$ cat src/logic/vwc_params.svh
// register offsets, field positions, reset values and limits for window two
`ifndef VWC_PARAMS_SVH
`define VWC_PARAMS_SVH

`define VWC_ADDR_QDELAY 9'h11f
`define VWC_ADDR_VBEG 9'h12a
`define VWC_ADDR_VLIN 9'h12b
`define VWC_ADDR_VLOUT 9'h12c
`define VWC_ADDR_HBEG 9'h12d
`define VWC_ADDR_HLEN 9'h12e
`define VWC_ADDR_NPIX 9'h12f
`define VWC_ADDR_TDECN 9'h157
`define VWC_ADDR_STDSEL 9'h158

`define VWC_RST_VBEG 12'h011
`define VWC_RST_VLIN 12'h1f4
`define VWC_RST_VLOUT 12'h0f0
`define VWC_RST_HBEG 12'h000
`define VWC_RST_HLEN 12'h280
`define VWC_RST_NPIX 12'h280
`define VWC_RST_TDECN 12'h000
`define VWC_RST_STDSEL 12'h000

`define VWC_BIT_TDEC 9
`define VWC_BIT_FDIS_HI 11
`define VWC_BIT_FDIS_LO 10

`define VWC_TDEC_INTERVAL 12'hbb8
`define VWC_LINES_625 10'h139
`define VWC_LINES_525 10'h107

`endif

$ cat src/logic/vwc_pkg.sv
// types shared by the window two logic
package vwc_pkg;
	typedef enum logic [1:0] {
		VWC_IDLE,
		VWC_ACTIVE,
		VWC_DONE
	} vwc_vstate_t;
endpackage : vwc_pkg

$ cat src/logic/vwc_line_if.sv
// line compression step exchanged between the top and the line selector
`timescale 1ns/1ps
`default_nettype none
interface vwc_line_if;
	logic field_start;
	logic line_step;
	logic [8:0] in_lines;
	logic [8:0] out_lines;
	logic keep;
	modport ctrl (output field_start, output line_step, output in_lines,
		output out_lines, input keep);
	modport sel (input field_start, input line_step, input in_lines,
		input out_lines, output keep);
endinterface : vwc_line_if
`default_nettype wire

$ cat src/logic/vwc_top.sv
// window two crop, line drop and frame decimation control
//
// What this block does
// report qualifier delay after horizontal reference trailing edge, read only
// host sets first active line at least 7 (625) or 10 (525)
// input count spans active lines; first plus count clipped to line total
// decimation on outputs programmed frames per 3000; off outputs all
// field gate 11 off, 10 odd only, 01 even only, 00 both
// host keeps output line count not above input line count
// fewer output lines than input lines drops input lines
// window starts at horizontal begin in scaled pixels, cropping left
// window length in scaled pixels equals horizontal length field
// host keeps begin plus length within scaled line pixels
// host sets scaled line pixels even, 32 to 864
// host writes zero to reserved bits
// dropped lines spread evenly over the field
`timescale 1ns/1ps
`default_nettype none
`include "vwc_params.svh"
module vwc_top (
	// clock and reset
	input wire logic CLOCK,
	input wire logic RST,
	// register port
	input wire logic [8:0] ADDR,
	input wire logic [11:0] WDATA,
	input wire logic WR,
	input wire logic RD,
	output logic [11:0] RDATA,
	// video timing in
	input wire logic HORIZONTAL_REFERENCE,
	input wire logic VREF,
	input wire logic FIELD_ODD,
	input wire logic PIX_EN,
	input wire logic ACT_IN,
	// window out
	output logic WIN_ACT,
	output logic WIN_LINE
);
	// ********************************
	// registers
	// ********************************
	logic [11:0] vbeg, vlin, vlout, hbeg, hlen, npix, tdecn, stdsel;
	logic [11:0] next_vbeg, next_vlin, next_vlout, next_hbeg;
	logic [11:0] next_hlen, next_npix, next_tdecn, next_stdsel;
	logic [11:0] qdelay, next_qdelay;
	logic [11:0] next_rdata;

	always_comb begin
		next_vbeg = vbeg;
		next_vlin = vlin;
		next_vlout = vlout;
		next_hbeg = hbeg;
		next_hlen = hlen;
		next_npix = npix;
		next_tdecn = tdecn;
		next_stdsel = stdsel;
		next_rdata = 12'h000;
		if (WR) begin
			case (ADDR)
				`VWC_ADDR_VBEG: next_vbeg = WDATA;
				`VWC_ADDR_VLIN: next_vlin = WDATA;
				`VWC_ADDR_VLOUT: next_vlout = WDATA;
				`VWC_ADDR_HBEG: next_hbeg = WDATA;
				`VWC_ADDR_HLEN: next_hlen = WDATA;
				`VWC_ADDR_NPIX: next_npix = WDATA;
				`VWC_ADDR_TDECN: next_tdecn = WDATA;
				`VWC_ADDR_STDSEL: next_stdsel = WDATA;
				default: next_vbeg = vbeg;
			endcase
		end
		if (RD) begin
			case (ADDR)
				// delay readback
				`VWC_ADDR_QDELAY: next_rdata = qdelay;
				`VWC_ADDR_VBEG: next_rdata = vbeg;
				`VWC_ADDR_VLIN: next_rdata = vlin;
				`VWC_ADDR_VLOUT: next_rdata = vlout;
				`VWC_ADDR_HBEG: next_rdata = hbeg;
				`VWC_ADDR_HLEN: next_rdata = hlen;
				`VWC_ADDR_NPIX: next_rdata = npix;
				`VWC_ADDR_TDECN: next_rdata = tdecn;
				`VWC_ADDR_STDSEL: next_rdata = stdsel;
				default: next_rdata = 12'h000;
			endcase
		end
	end

	always_ff @(posedge CLOCK or posedge RST) begin
		if (RST) begin
			vbeg <= `VWC_RST_VBEG;
			vlin <= `VWC_RST_VLIN;
			vlout <= `VWC_RST_VLOUT;
			hbeg <= `VWC_RST_HBEG;
			hlen <= `VWC_RST_HLEN;
			npix <= `VWC_RST_NPIX;
			tdecn <= `VWC_RST_TDECN;
			stdsel <= `VWC_RST_STDSEL;
			RDATA <= 12'h000;
		end else begin
			vbeg <= next_vbeg;
			vlin <= next_vlin;
			vlout <= next_vlout;
			hbeg <= next_hbeg;
			hlen <= next_hlen;
			npix <= next_npix;
			tdecn <= next_tdecn;
			stdsel <= next_stdsel;
			RDATA <= next_rdata;
		end
	end

	// ********************************
	// edges and qualifier delay
	// ********************************
	logic horizontal_reference_d, vref_d, act_d;
	logic [10:0] dcnt, next_dcnt;
	logic dmeas, next_dmeas;
	logic horizontal_reference_fall, vref_rise, act_rise;

	assign horizontal_reference_fall = horizontal_reference_d & ~HORIZONTAL_REFERENCE;
	assign vref_rise = VREF & ~vref_d;
	assign act_rise = ACT_IN & ~act_d;

	always_comb begin
		next_dcnt = dcnt;
		next_dmeas = dmeas;
		next_qdelay = qdelay;
		// measure delay
		if (horizontal_reference_fall) begin
			next_dcnt = 11'h000;
			next_dmeas = 1'b1;
		end else if (dmeas) begin
			if (act_rise) begin
				next_qdelay = {dcnt, 1'b0};
				next_dmeas = 1'b0;
			end else if (dcnt != 11'h7ff) begin
				next_dcnt = dcnt + 11'h001;
			end
		end
	end

	always_ff @(posedge CLOCK or posedge RST) begin
		if (RST) begin
			horizontal_reference_d <= 1'b0;
			vref_d <= 1'b0;
			act_d <= 1'b0;
			dcnt <= 11'h000;
			dmeas <= 1'b0;
			qdelay <= 12'h000;
		end else begin
			horizontal_reference_d <= HORIZONTAL_REFERENCE;
			vref_d <= VREF;
			act_d <= ACT_IN;
			dcnt <= next_dcnt;
			dmeas <= next_dmeas;
			qdelay <= next_qdelay;
		end
	end

	// ********************************
	// vertical window and decimation
	// ********************************
	vwc_line_if lp ();
	vwc_line_sel u_sel (
		.clock(CLOCK),
		.rst(RST),
		.lp(lp)
	);

	vwc_pkg::vwc_vstate_t vst, next_vst;
	logic [9:0] line, next_line;
	logic [9:0] vend;
	logic [9:0] ltot;
	logic [11:0] fcnt, next_fcnt;
	logic [11:0] fsent, next_fsent;
	logic fgate, frame_ok, next_frame_ok, line_on, next_line_on;
	logic [1:0] fdis;
	logic [9:0] raw_end;

	// clip to standard
	always_comb begin
		ltot = stdsel[0] ? `VWC_LINES_525 : `VWC_LINES_625;
		raw_end = {1'b0, vbeg[8:0]} + {1'b0, vlin[8:0]};
		vend = (raw_end > ltot) ? ltot : raw_end;
	end

	// field gate
	always_comb begin
		fdis = vlin[`VWC_BIT_FDIS_HI:`VWC_BIT_FDIS_LO];
		case (fdis)
			2'b11: fgate = 1'b0;
			2'b10: fgate = FIELD_ODD;
			2'b01: fgate = ~FIELD_ODD;
			default: fgate = 1'b1;
		endcase
	end

	assign lp.field_start = vref_rise;
	assign lp.line_step = horizontal_reference_fall && vst == vwc_pkg::VWC_ACTIVE;
	assign lp.in_lines = vlin[8:0];
	assign lp.out_lines = vlout[8:0];

	always_comb begin
		next_vst = vst;
		next_line = line;
		next_fcnt = fcnt;
		next_fsent = fsent;
		next_frame_ok = frame_ok;
		next_line_on = line_on;
		if (vref_rise) begin
			next_line = 10'h000;
			next_vst = vwc_pkg::VWC_IDLE;
			next_line_on = 1'b0;
			// frame decimation, counted on odd field start
			if (FIELD_ODD) begin
				if (fcnt == `VWC_TDEC_INTERVAL - 12'h001) begin
					next_fcnt = 12'h000;
					next_fsent = 12'h000;
				end else begin
					next_fcnt = fcnt + 12'h001;
				end
				if (!vlin[`VWC_BIT_TDEC]) begin
					next_frame_ok = 1'b1;
				end else begin
					next_frame_ok = (next_fsent < tdecn);
					if (next_frame_ok) begin
						next_fsent = next_fsent + 12'h001;
					end
				end
			end
		end else if (horizontal_reference_fall) begin
			next_line = line + 10'h001;
			next_line_on = 1'b0;
			case (vst)
				vwc_pkg::VWC_IDLE: begin
					if (next_line == {1'b0, vbeg[8:0]}) begin
						next_vst = vwc_pkg::VWC_ACTIVE;
					end
				end
				vwc_pkg::VWC_ACTIVE: begin
					if (next_line >= vend) begin
						next_vst = vwc_pkg::VWC_DONE;
					end
				end
				default: next_vst = vst;
			endcase
			// keep or drop line
			next_line_on = (next_vst == vwc_pkg::VWC_ACTIVE) &&
				(vst == vwc_pkg::VWC_IDLE || lp.keep);
		end
	end

	always_ff @(posedge CLOCK or posedge RST) begin
		if (RST) begin
			vst <= vwc_pkg::VWC_IDLE;
			line <= 10'h000;
			fcnt <= 12'h000;
			fsent <= 12'h000;
			frame_ok <= 1'b1;
			line_on <= 1'b0;
		end else begin
			vst <= next_vst;
			line <= next_line;
			fcnt <= next_fcnt;
			fsent <= next_fsent;
			frame_ok <= next_frame_ok;
			line_on <= next_line_on;
		end
	end

	// ********************************
	// horizontal crop
	// ********************************
	logic [10:0] pix, next_pix;
	logic next_win_act;
	logic [11:0] hend;

	always_comb begin
		hend = {1'b0, hbeg[10:0]} + {1'b0, hlen[10:0]};
		next_pix = pix;
		if (horizontal_reference_fall || !ACT_IN) begin
			next_pix = 11'h000;
		end else if (PIX_EN && pix != 11'h7ff) begin
			next_pix = pix + 11'h001;
		end
		// left crop, R09 length
		next_win_act = ACT_IN && PIX_EN && line_on && frame_ok && fgate &&
			({1'b0, pix} >= {1'b0, hbeg[10:0]}) && ({1'b0, pix} < hend) &&
			(pix < npix[10:0]);
	end

	always_ff @(posedge CLOCK or posedge RST) begin
		if (RST) begin
			pix <= 11'h000;
			WIN_ACT <= 1'b0;
			WIN_LINE <= 1'b0;
		end else begin
			pix <= next_pix;
			WIN_ACT <= next_win_act;
			WIN_LINE <= line_on && frame_ok && fgate;
		end
	end
endmodule : vwc_top
`default_nettype wire

$ cat src/logic/vwc_line_sel.sv
// even line dropping by a bresenham accumulator
`timescale 1ns/1ps
`default_nettype none
module vwc_line_sel (
	// clock and reset
	input wire logic clock,
	input wire logic rst,
	// step port
	vwc_line_if.sel lp
);
	logic [9:0] acc;
	logic [9:0] next_acc;
	logic [9:0] sum;

	// even spreading
	always_comb begin
		sum = acc + {1'b0, lp.out_lines};
		lp.keep = sum >= {1'b0, lp.in_lines};
		next_acc = acc;
		if (lp.field_start) begin
			next_acc = 10'h000;
		end else if (lp.line_step) begin
			// drop lines
			next_acc = lp.keep ? sum - {1'b0, lp.in_lines} : sum;
		end
	end

	always_ff @(posedge clock or posedge rst) begin
		if (rst) begin
			acc <= 10'h000;
		end else begin
			acc <= next_acc;
		end
	end
endmodule : vwc_line_sel
`default_nettype wire

$ cat config.mk
export PLATFORM = sky130hd
export DESIGN_NAME = vwc_top
export DESIGN_NICKNAME = d
export VERILOG_FILES = /design/src/logic/vwc_pkg.sv /design/src/logic/vwc_line_if.sv /design/src/logic/vwc_top.sv /design/src/logic/vwc_line_sel.sv
export VERILOG_INCLUDE_DIRS = /design/src /design/src/logic
export SDC_FILE = /design/constraint.sdc
export NUM_CORES = 1
export LEC_CHECK = 0
export BUFFER_PORTS_ARGS = -buffer_cell sky130_fd_sc_hd__clkbuf_2
export CAP_MARGIN = 10
export CORE_MARGIN = 5
export CORE_UTILIZATION = 49
export DETAILED_ROUTE_END_ITERATION = 6
export PLACE_DENSITY = 0.65
export SETUP_SLACK_MARGIN = 0.15
export SLEW_MARGIN = 40
export SYNTH_ARGS = -nofsm -noshare
export SYNTH_HDL_FRONTEND = slang
export SYNTH_SLANG_ARGS = --single-unit
$ cat constraint.sdc
create_clock -name CLOCK -period 14.3 [get_ports CLOCK]
set_clock_uncertainty 0.1 [all_clocks]
set_input_delay 2.145 -clock CLOCK [delete_from_list [all_inputs] [get_ports CLOCK]]
set_output_delay 2.145 -clock CLOCK [all_outputs]
set_load 0.01 [all_outputs]
* Word level (Yosys, flattened, before mapping) *
Index checks and enable logic that the tools add are counted.

word-level totals
  word-level logic and storage cells = 135
  register bits after elaboration = 195

cells by class
  reductions and logical operators = 32
  eq/ne operators = 19
  multiplexer cells = 35
  add/subtract/negate cells = 9
  order comparisons = 7
  bitwise gates (word level) = 8

operator list
  operator               number
  $pmux 12 s9            1
  $mux 12                7
  $eq 9x9->1 const B     9
  $mux 11                6
  $mux 10                6
  $add 12x1->12 const B  2
  $add 11x1->11 const B  2
  $ne 11x11->1 const B   2
  $reduce_and 2->1       9
  $add 11x11->12         1
  $eq 12x12->1 const B   1
  $logic_and 1x1->1      12
  $lt 11x12->1           1
  $lt 12x12->1           1
  $mux 2                 6
  $ge 11x11->1           1
  $lt 11x11->1           1
  $add 10x1->10 const B  1
  $add 10x9->10          1
  $add 9x9->10           1
  $eq 10x9->1            1
  $ge 10x10->1           1
  $ge 10x9->1            1
  $gt 10x9->1            1
  15 further kinds       35

* Depth between registers and ports, before layout *
  word-level depth = 12
  mapped depth = 22

* Cells and area by module *
A second synthesis with hierarchy kept.

unflattened totals
  cells, all modules = 1,204
  area total of the unflattened synthesis = 12,265.5 um^2

modules (own cells, without submodules)
  module        sequential area each (um^2)  area each (um^2)  cells an instance  times used
  vwc_top       4,650.7                      10,901.7          1,038              1
  vwc_line_sel  250.2                        1,363.8           166                1

* Worst setup path before layout *
Ideal clock, no wire load.

  path type = reg-to-reg
  from = reg vbeg[0]
  to = reg line_on
  cell stages (with the launch flop) = 23
  path slack = 9.861 ns
  data required time = 14.124 ns
  period minus slack after synthesis = 4.439 ns
  arrival time = 4.263 ns
  setup time = 0.076 ns
  cells stage by stage = dfstp_2 -> ha_1 -> inv_1 -> fa_1 -> nor2b_1 -> o21ai_0 -> a21boi_0 -> ha_1 -> nand2_1 -> nor2_1 -> a2111oi_0 -> nor2_1 -> a211oi_1 -> a21oi_2 -> or2_1 -> ha_1 -> nand2b_1 -> a21o_1 -> a21o_1 -> a31oi_1 -> o21ai_0 -> o32a_1 -> o21ai_1

on the way
  cells in the longest elaborated chain, start to end = 12

ends and longest elaborated chain
  item                    RTL line        source
  start, declared         vwc_top.sv:43   logic [11:0] vbeg, vlin, vlout, hbeg, hlen, npix, tdecn, stdsel;
  start signal, assigned  vwc_top.sv:91   vbeg <= `VWC_RST_VBEG;
  start signal, assigned  vwc_top.sv:101  vbeg <= next_vbeg;
  $add 9x9->10            vwc_top.sv:184  raw_end = {1'b0, vbeg[8:0]} + {1'b0, vlin[8:0]};
  $gt 10x9->1             vwc_top.sv:185  vend = (raw_end > ltot) ? ltot : raw_end;
  $mux 10                 vwc_top.sv:185
  $ge 10x10->1            vwc_top.sv:242  if (next_line >= vend) begin
  $mux 2                  vwc_top.sv:242
  $pmux 2 s2 *            vwc_top.sv:235  case (vst)
  $mux 2 *                vwc_top.sv:232  end else if (horizontal_reference_fall) begin
  $mux 2 *                vwc_top.sv:211  if (vref_rise) begin
  $eq 2x1->1 *            vwc_top.sv:249  next_line_on = (next_vst == vwc_pkg::VWC_ACTIVE) &&
  $logic_and 1x1->1 *     vwc_top.sv:249
  $mux 1 *                vwc_top.sv:232
  $mux 1 *                vwc_top.sv:211
  end signal, assigned    vwc_top.sv:268  line_on <= next_line_on;
  end, declared           vwc_top.sv:177  logic fgate, frame_ok, next_frame_ok, line_on, next_line_on;

Every way passes the cells marked *; elsewhere a longest branch is shown, timed or not. The select of a mux whose other input is x is not followed.
A chain may end at the register's enable or synchronous reset.

* Worst setup path after layout *
Ends and elaborated chain as after synthesis.

==> impl_metrics.csv <==
group,metric,value,unit
finish,fillers,2164,
cts,cts_tree,"done",
routing,wire_per_inst,19.0,µm
synth,seq_area_frac_synth,0.405,
power_and_ir_drop,p_per_area,98.8,nW/µm²
cts,cts_max_level,4,
power_and_ir_drop,p_leak,0.00633,µW
cts,cts_buffers,17,
placed_design,hpwl,22100,µm
placed_design,gp_congestion,0.879,
timing,post-route-period-util,0.350,
global_route,grtUsageTotal,0.217,
cts,cts_hold_buffers,0,
cts,clkLatencyLatePin,0.45,ns
synth,synthFlopType,"dfrtp_1",
timing,worstMarginPinSlew,0.781,ns
routing,via_per_inst,5.75,
job,drv_cap,0,
cts,root_buffer,"clkbuf_16",
global_route,antenna_found_initial,0,
timing,rsz0062_at_grt,"no",
timing,fin_crit,5.00,ns
routing,maxUsedRoutingLayer,"met4",
synth,synth_warnings,0,
synth,syn-num-nets,1347,
finish,syn2layout_area_growth,10.3,%
timing,setup_viol,0,
routing,drc,0,
status,status,"complete, no violations",
floorplanning,die_y,167,µm
floorplanning,start_util,0.497,
cts,clk_pin_slew,0.08,ns
global_route,grt_pass1_wl,48800,µm
finish,layout.nets,1379,
global_route,grt_start_max_net_pins,138,
placed_design,portBuffers,43,
setup_path,crit_fanout,6,
timing,fmax,200,MHz
floorplanning,die_w,167,µm
worst_hold_path,hold_path_class,"reg2reg",
setup_path,crit_required,14.57,ns
synth,synth_cells,1213,
floorplanning,num_io_pins,44,
finish,mostFrequentLayoutCells,"dfrtp_1 (178), nand2_1 (119), ha_1 (100)",
floorplanning,die-area,27900,µm²
global_route,grt_pass1_vias,8940,
timing,fin_tns_setup,0,ns
timing,hold_viol_final,0,
setup_path,cp-start-kind,"flip-flop",
setup_path,critPathCaptureType,"flip-flop",
routing,wirelength,30100,µm
setup_path,cp_data_arrival_time,5.27,ns
finish,drive_gt1_frac,0.124,
timing,relSlewSlack,0.472,
routing,drt-met1-wl,14500,µm
finish,final_common_cell,"dfrtp_1",
finish,diodes,0,
cts,cts_buffer_depth,2,
synth,synth_edf_count,0,
synth,synth_cell_types,70,
setup_path,critPathKind,"reg2reg",
power_and_ir_drop,irDropWorstVdd,92.8,µV
cts,clock_sinks,195,
cts,cts_resized,0,
synth,synth.avg_cell_area,9.97,µm²
synth,syn_area,12100,µm²
floorplanning,core_region_area,24300,µm²
synth,synth_seq_cells,195,
routing,drtIter0Drc,612,
routing,wl_met2,13800,µm
cts,postCtsSetupRepairBufs,0,
routing,met3_length,1070,µm
synth,async_flop_share,1.00,
floorplanning,row_count,57,
global_route,grt-ovfl-total,0,
timing,maxSlewViolCount,0,
routing,ant_nets,0,
routing,dr_total_vias,9094,
routing,firstDrtPassIters,6,
finish,post-route-util,0.548,
cells by family (layout without fill, tap and decap cells):
logic type,count (synthesis),in the layout,synth area share
simple gates,350,350,0.141
other cells,1,1,0.000310
fa+ha+maj,104,104,0.110
xor+xnor,83,83,0.0601
flops,195,195,0.405
mux,140,140,0.128
buf+inv,105,150,0.0335
compound gates,235,235,0.122
synth_stat cells, drive strengths merged (4+ instances only):
| cell type | count | area share |
|---|---|---|
| a211oi | 7 | 0.0043 |
| a21boi | 6 | 0.0037 |
| a21o | 16 | 0.0099 |
| a21oi | 55 | 0.023 |
| a22oi | 22 | 0.014 |
| a31oi | 17 | 0.0088 |
| and2 | 13 | 0.0067 |
| and3 | 9 | 0.0047 |
| buf | 8 | 0.0033 |
| clkbuf | 33 | 0.010 |
| dfrtp | 178 | 0.37 |
| dfstp | 17 | 0.037 |
| fa | 4 | 0.0066 |
| ha | 100 | 0.10 |
| inv | 64 | 0.020 |
| mux2 | 99 | 0.093 |
| mux2i | 40 | 0.033 |
| nand2 | 120 | 0.037 |
| nand2b | 16 | 0.0083 |
| nand3 | 23 | 0.0095 |
| nand4 | 28 | 0.014 |
| nor2 | 71 | 0.022 |
| nor2b | 10 | 0.0052 |
| nor3 | 19 | 0.0079 |
| nor4 | 8 | 0.0041 |
| o21a | 9 | 0.0056 |
| o21ai | 76 | 0.032 |
| o31ai | 5 | 0.0031 |
| or2 | 4 | 0.0021 |
| or3 | 12 | 0.0062 |
| xnor2 | 41 | 0.030 |
| xor2 | 42 | 0.030 |
where the power goes:
| group | total, µW | switching, µW | internal [µW] |
|---|---|---|---|
| combinational | 201 | 115 | 85.5 |
| sequential | 610 | 31.5 | 578 |
| clock | 507 | 262 | 245 |
through the flow:
| step | area (µm²) | setup slack, ns | power [µW] | cells | hold slack (ns) |
|---|---|---|---|---|---|
| 2_1_floorplan | 12100 | 6.77 | 763 | 1213 | 0.351 |
| 3_3_place_gp | 12700 | 9.44 | 816 | 1549 | 0.369 |
| 3_5_place_dp | 12700 | 9.34 | 820 | 1549 | 0.378 |
| 4_1_cts | 13300 | 9.31 | 1330 | 1581 | 0.396 |
| 5_1_grt | 13300 | 9.00 | 1380 | 1582 | 0.413 |
| 6_report | 13300 | 9.30 | 1320 | 1582 | 0.391 |
layer usage:
metal	vias to the layer above	track usage
met2	186	0.346
li1	4410	-
met5	-	0
met3	45	0.0284
met1	4453	0.315
met4	0	0.0569
sequential cells by signal, summed over array words and instances (netlist names), 12 cells and up:
register  count
vlout        12
fsent        12
vlin         12
tdecn        12
hlen         12
npix         12
vbeg         12
stdsel       12
RDATA        12
fcnt         12
hbeg         12
cell type report:
type	count	area (µm²)	area share
Clock inverter	15	216	0.0162
Inverter	64	253	0.0190
Tap cell	324	405	0.0304
Sequential cell	195	4900	0.367
Multi-Input combinational cell	913	6820	0.512
Clock buffer	17	425	0.0319
Timing Repair Buffer	54	313	0.0235
critical path: stages, from the launching register on:
cell       delay (ns)
dfstp_2          0.57
ha_1             0.17
inv_1            0.06
fa_1             0.40
nor2b_1          0.15
o21ai_0          0.09
a21boi_0         0.33
ha_1             0.32
nand2_1          0.09
nor2_1           0.04
a2111oi_0        0.43
nor2_1           0.10
a211oi_1         0.27
a21oi_2          0.18
or2_1            0.24
ha_1             0.26
nand2b_1         0.14
a21o_1           0.17
a21o_1           0.17
a31oi_1          0.15
o21ai_0          0.17
o32a_1           0.20
o21ai_1          0.12
path summary, 6_finish.rpt:
kind | to | slack (ns) | start | depth (start not counted)
worst max-delay path | line_on | 9.30 | vbeg[0] | 22
worst min-delay path | vlout[9] | 0.39 | vlout[9] | 1
worst max register to register | line_on | 9.30 | vbeg[0] | 22
worst min register to register | vlout[9] | 0.39 | vlout[9] | 1
max in group asynchronous | vlin[6] | 11.14 | RST | 4
min in group asynchronous | hbeg[2] | 1.68 | RST | 2
No activity file was read; power rests on OpenSTA's default activity.
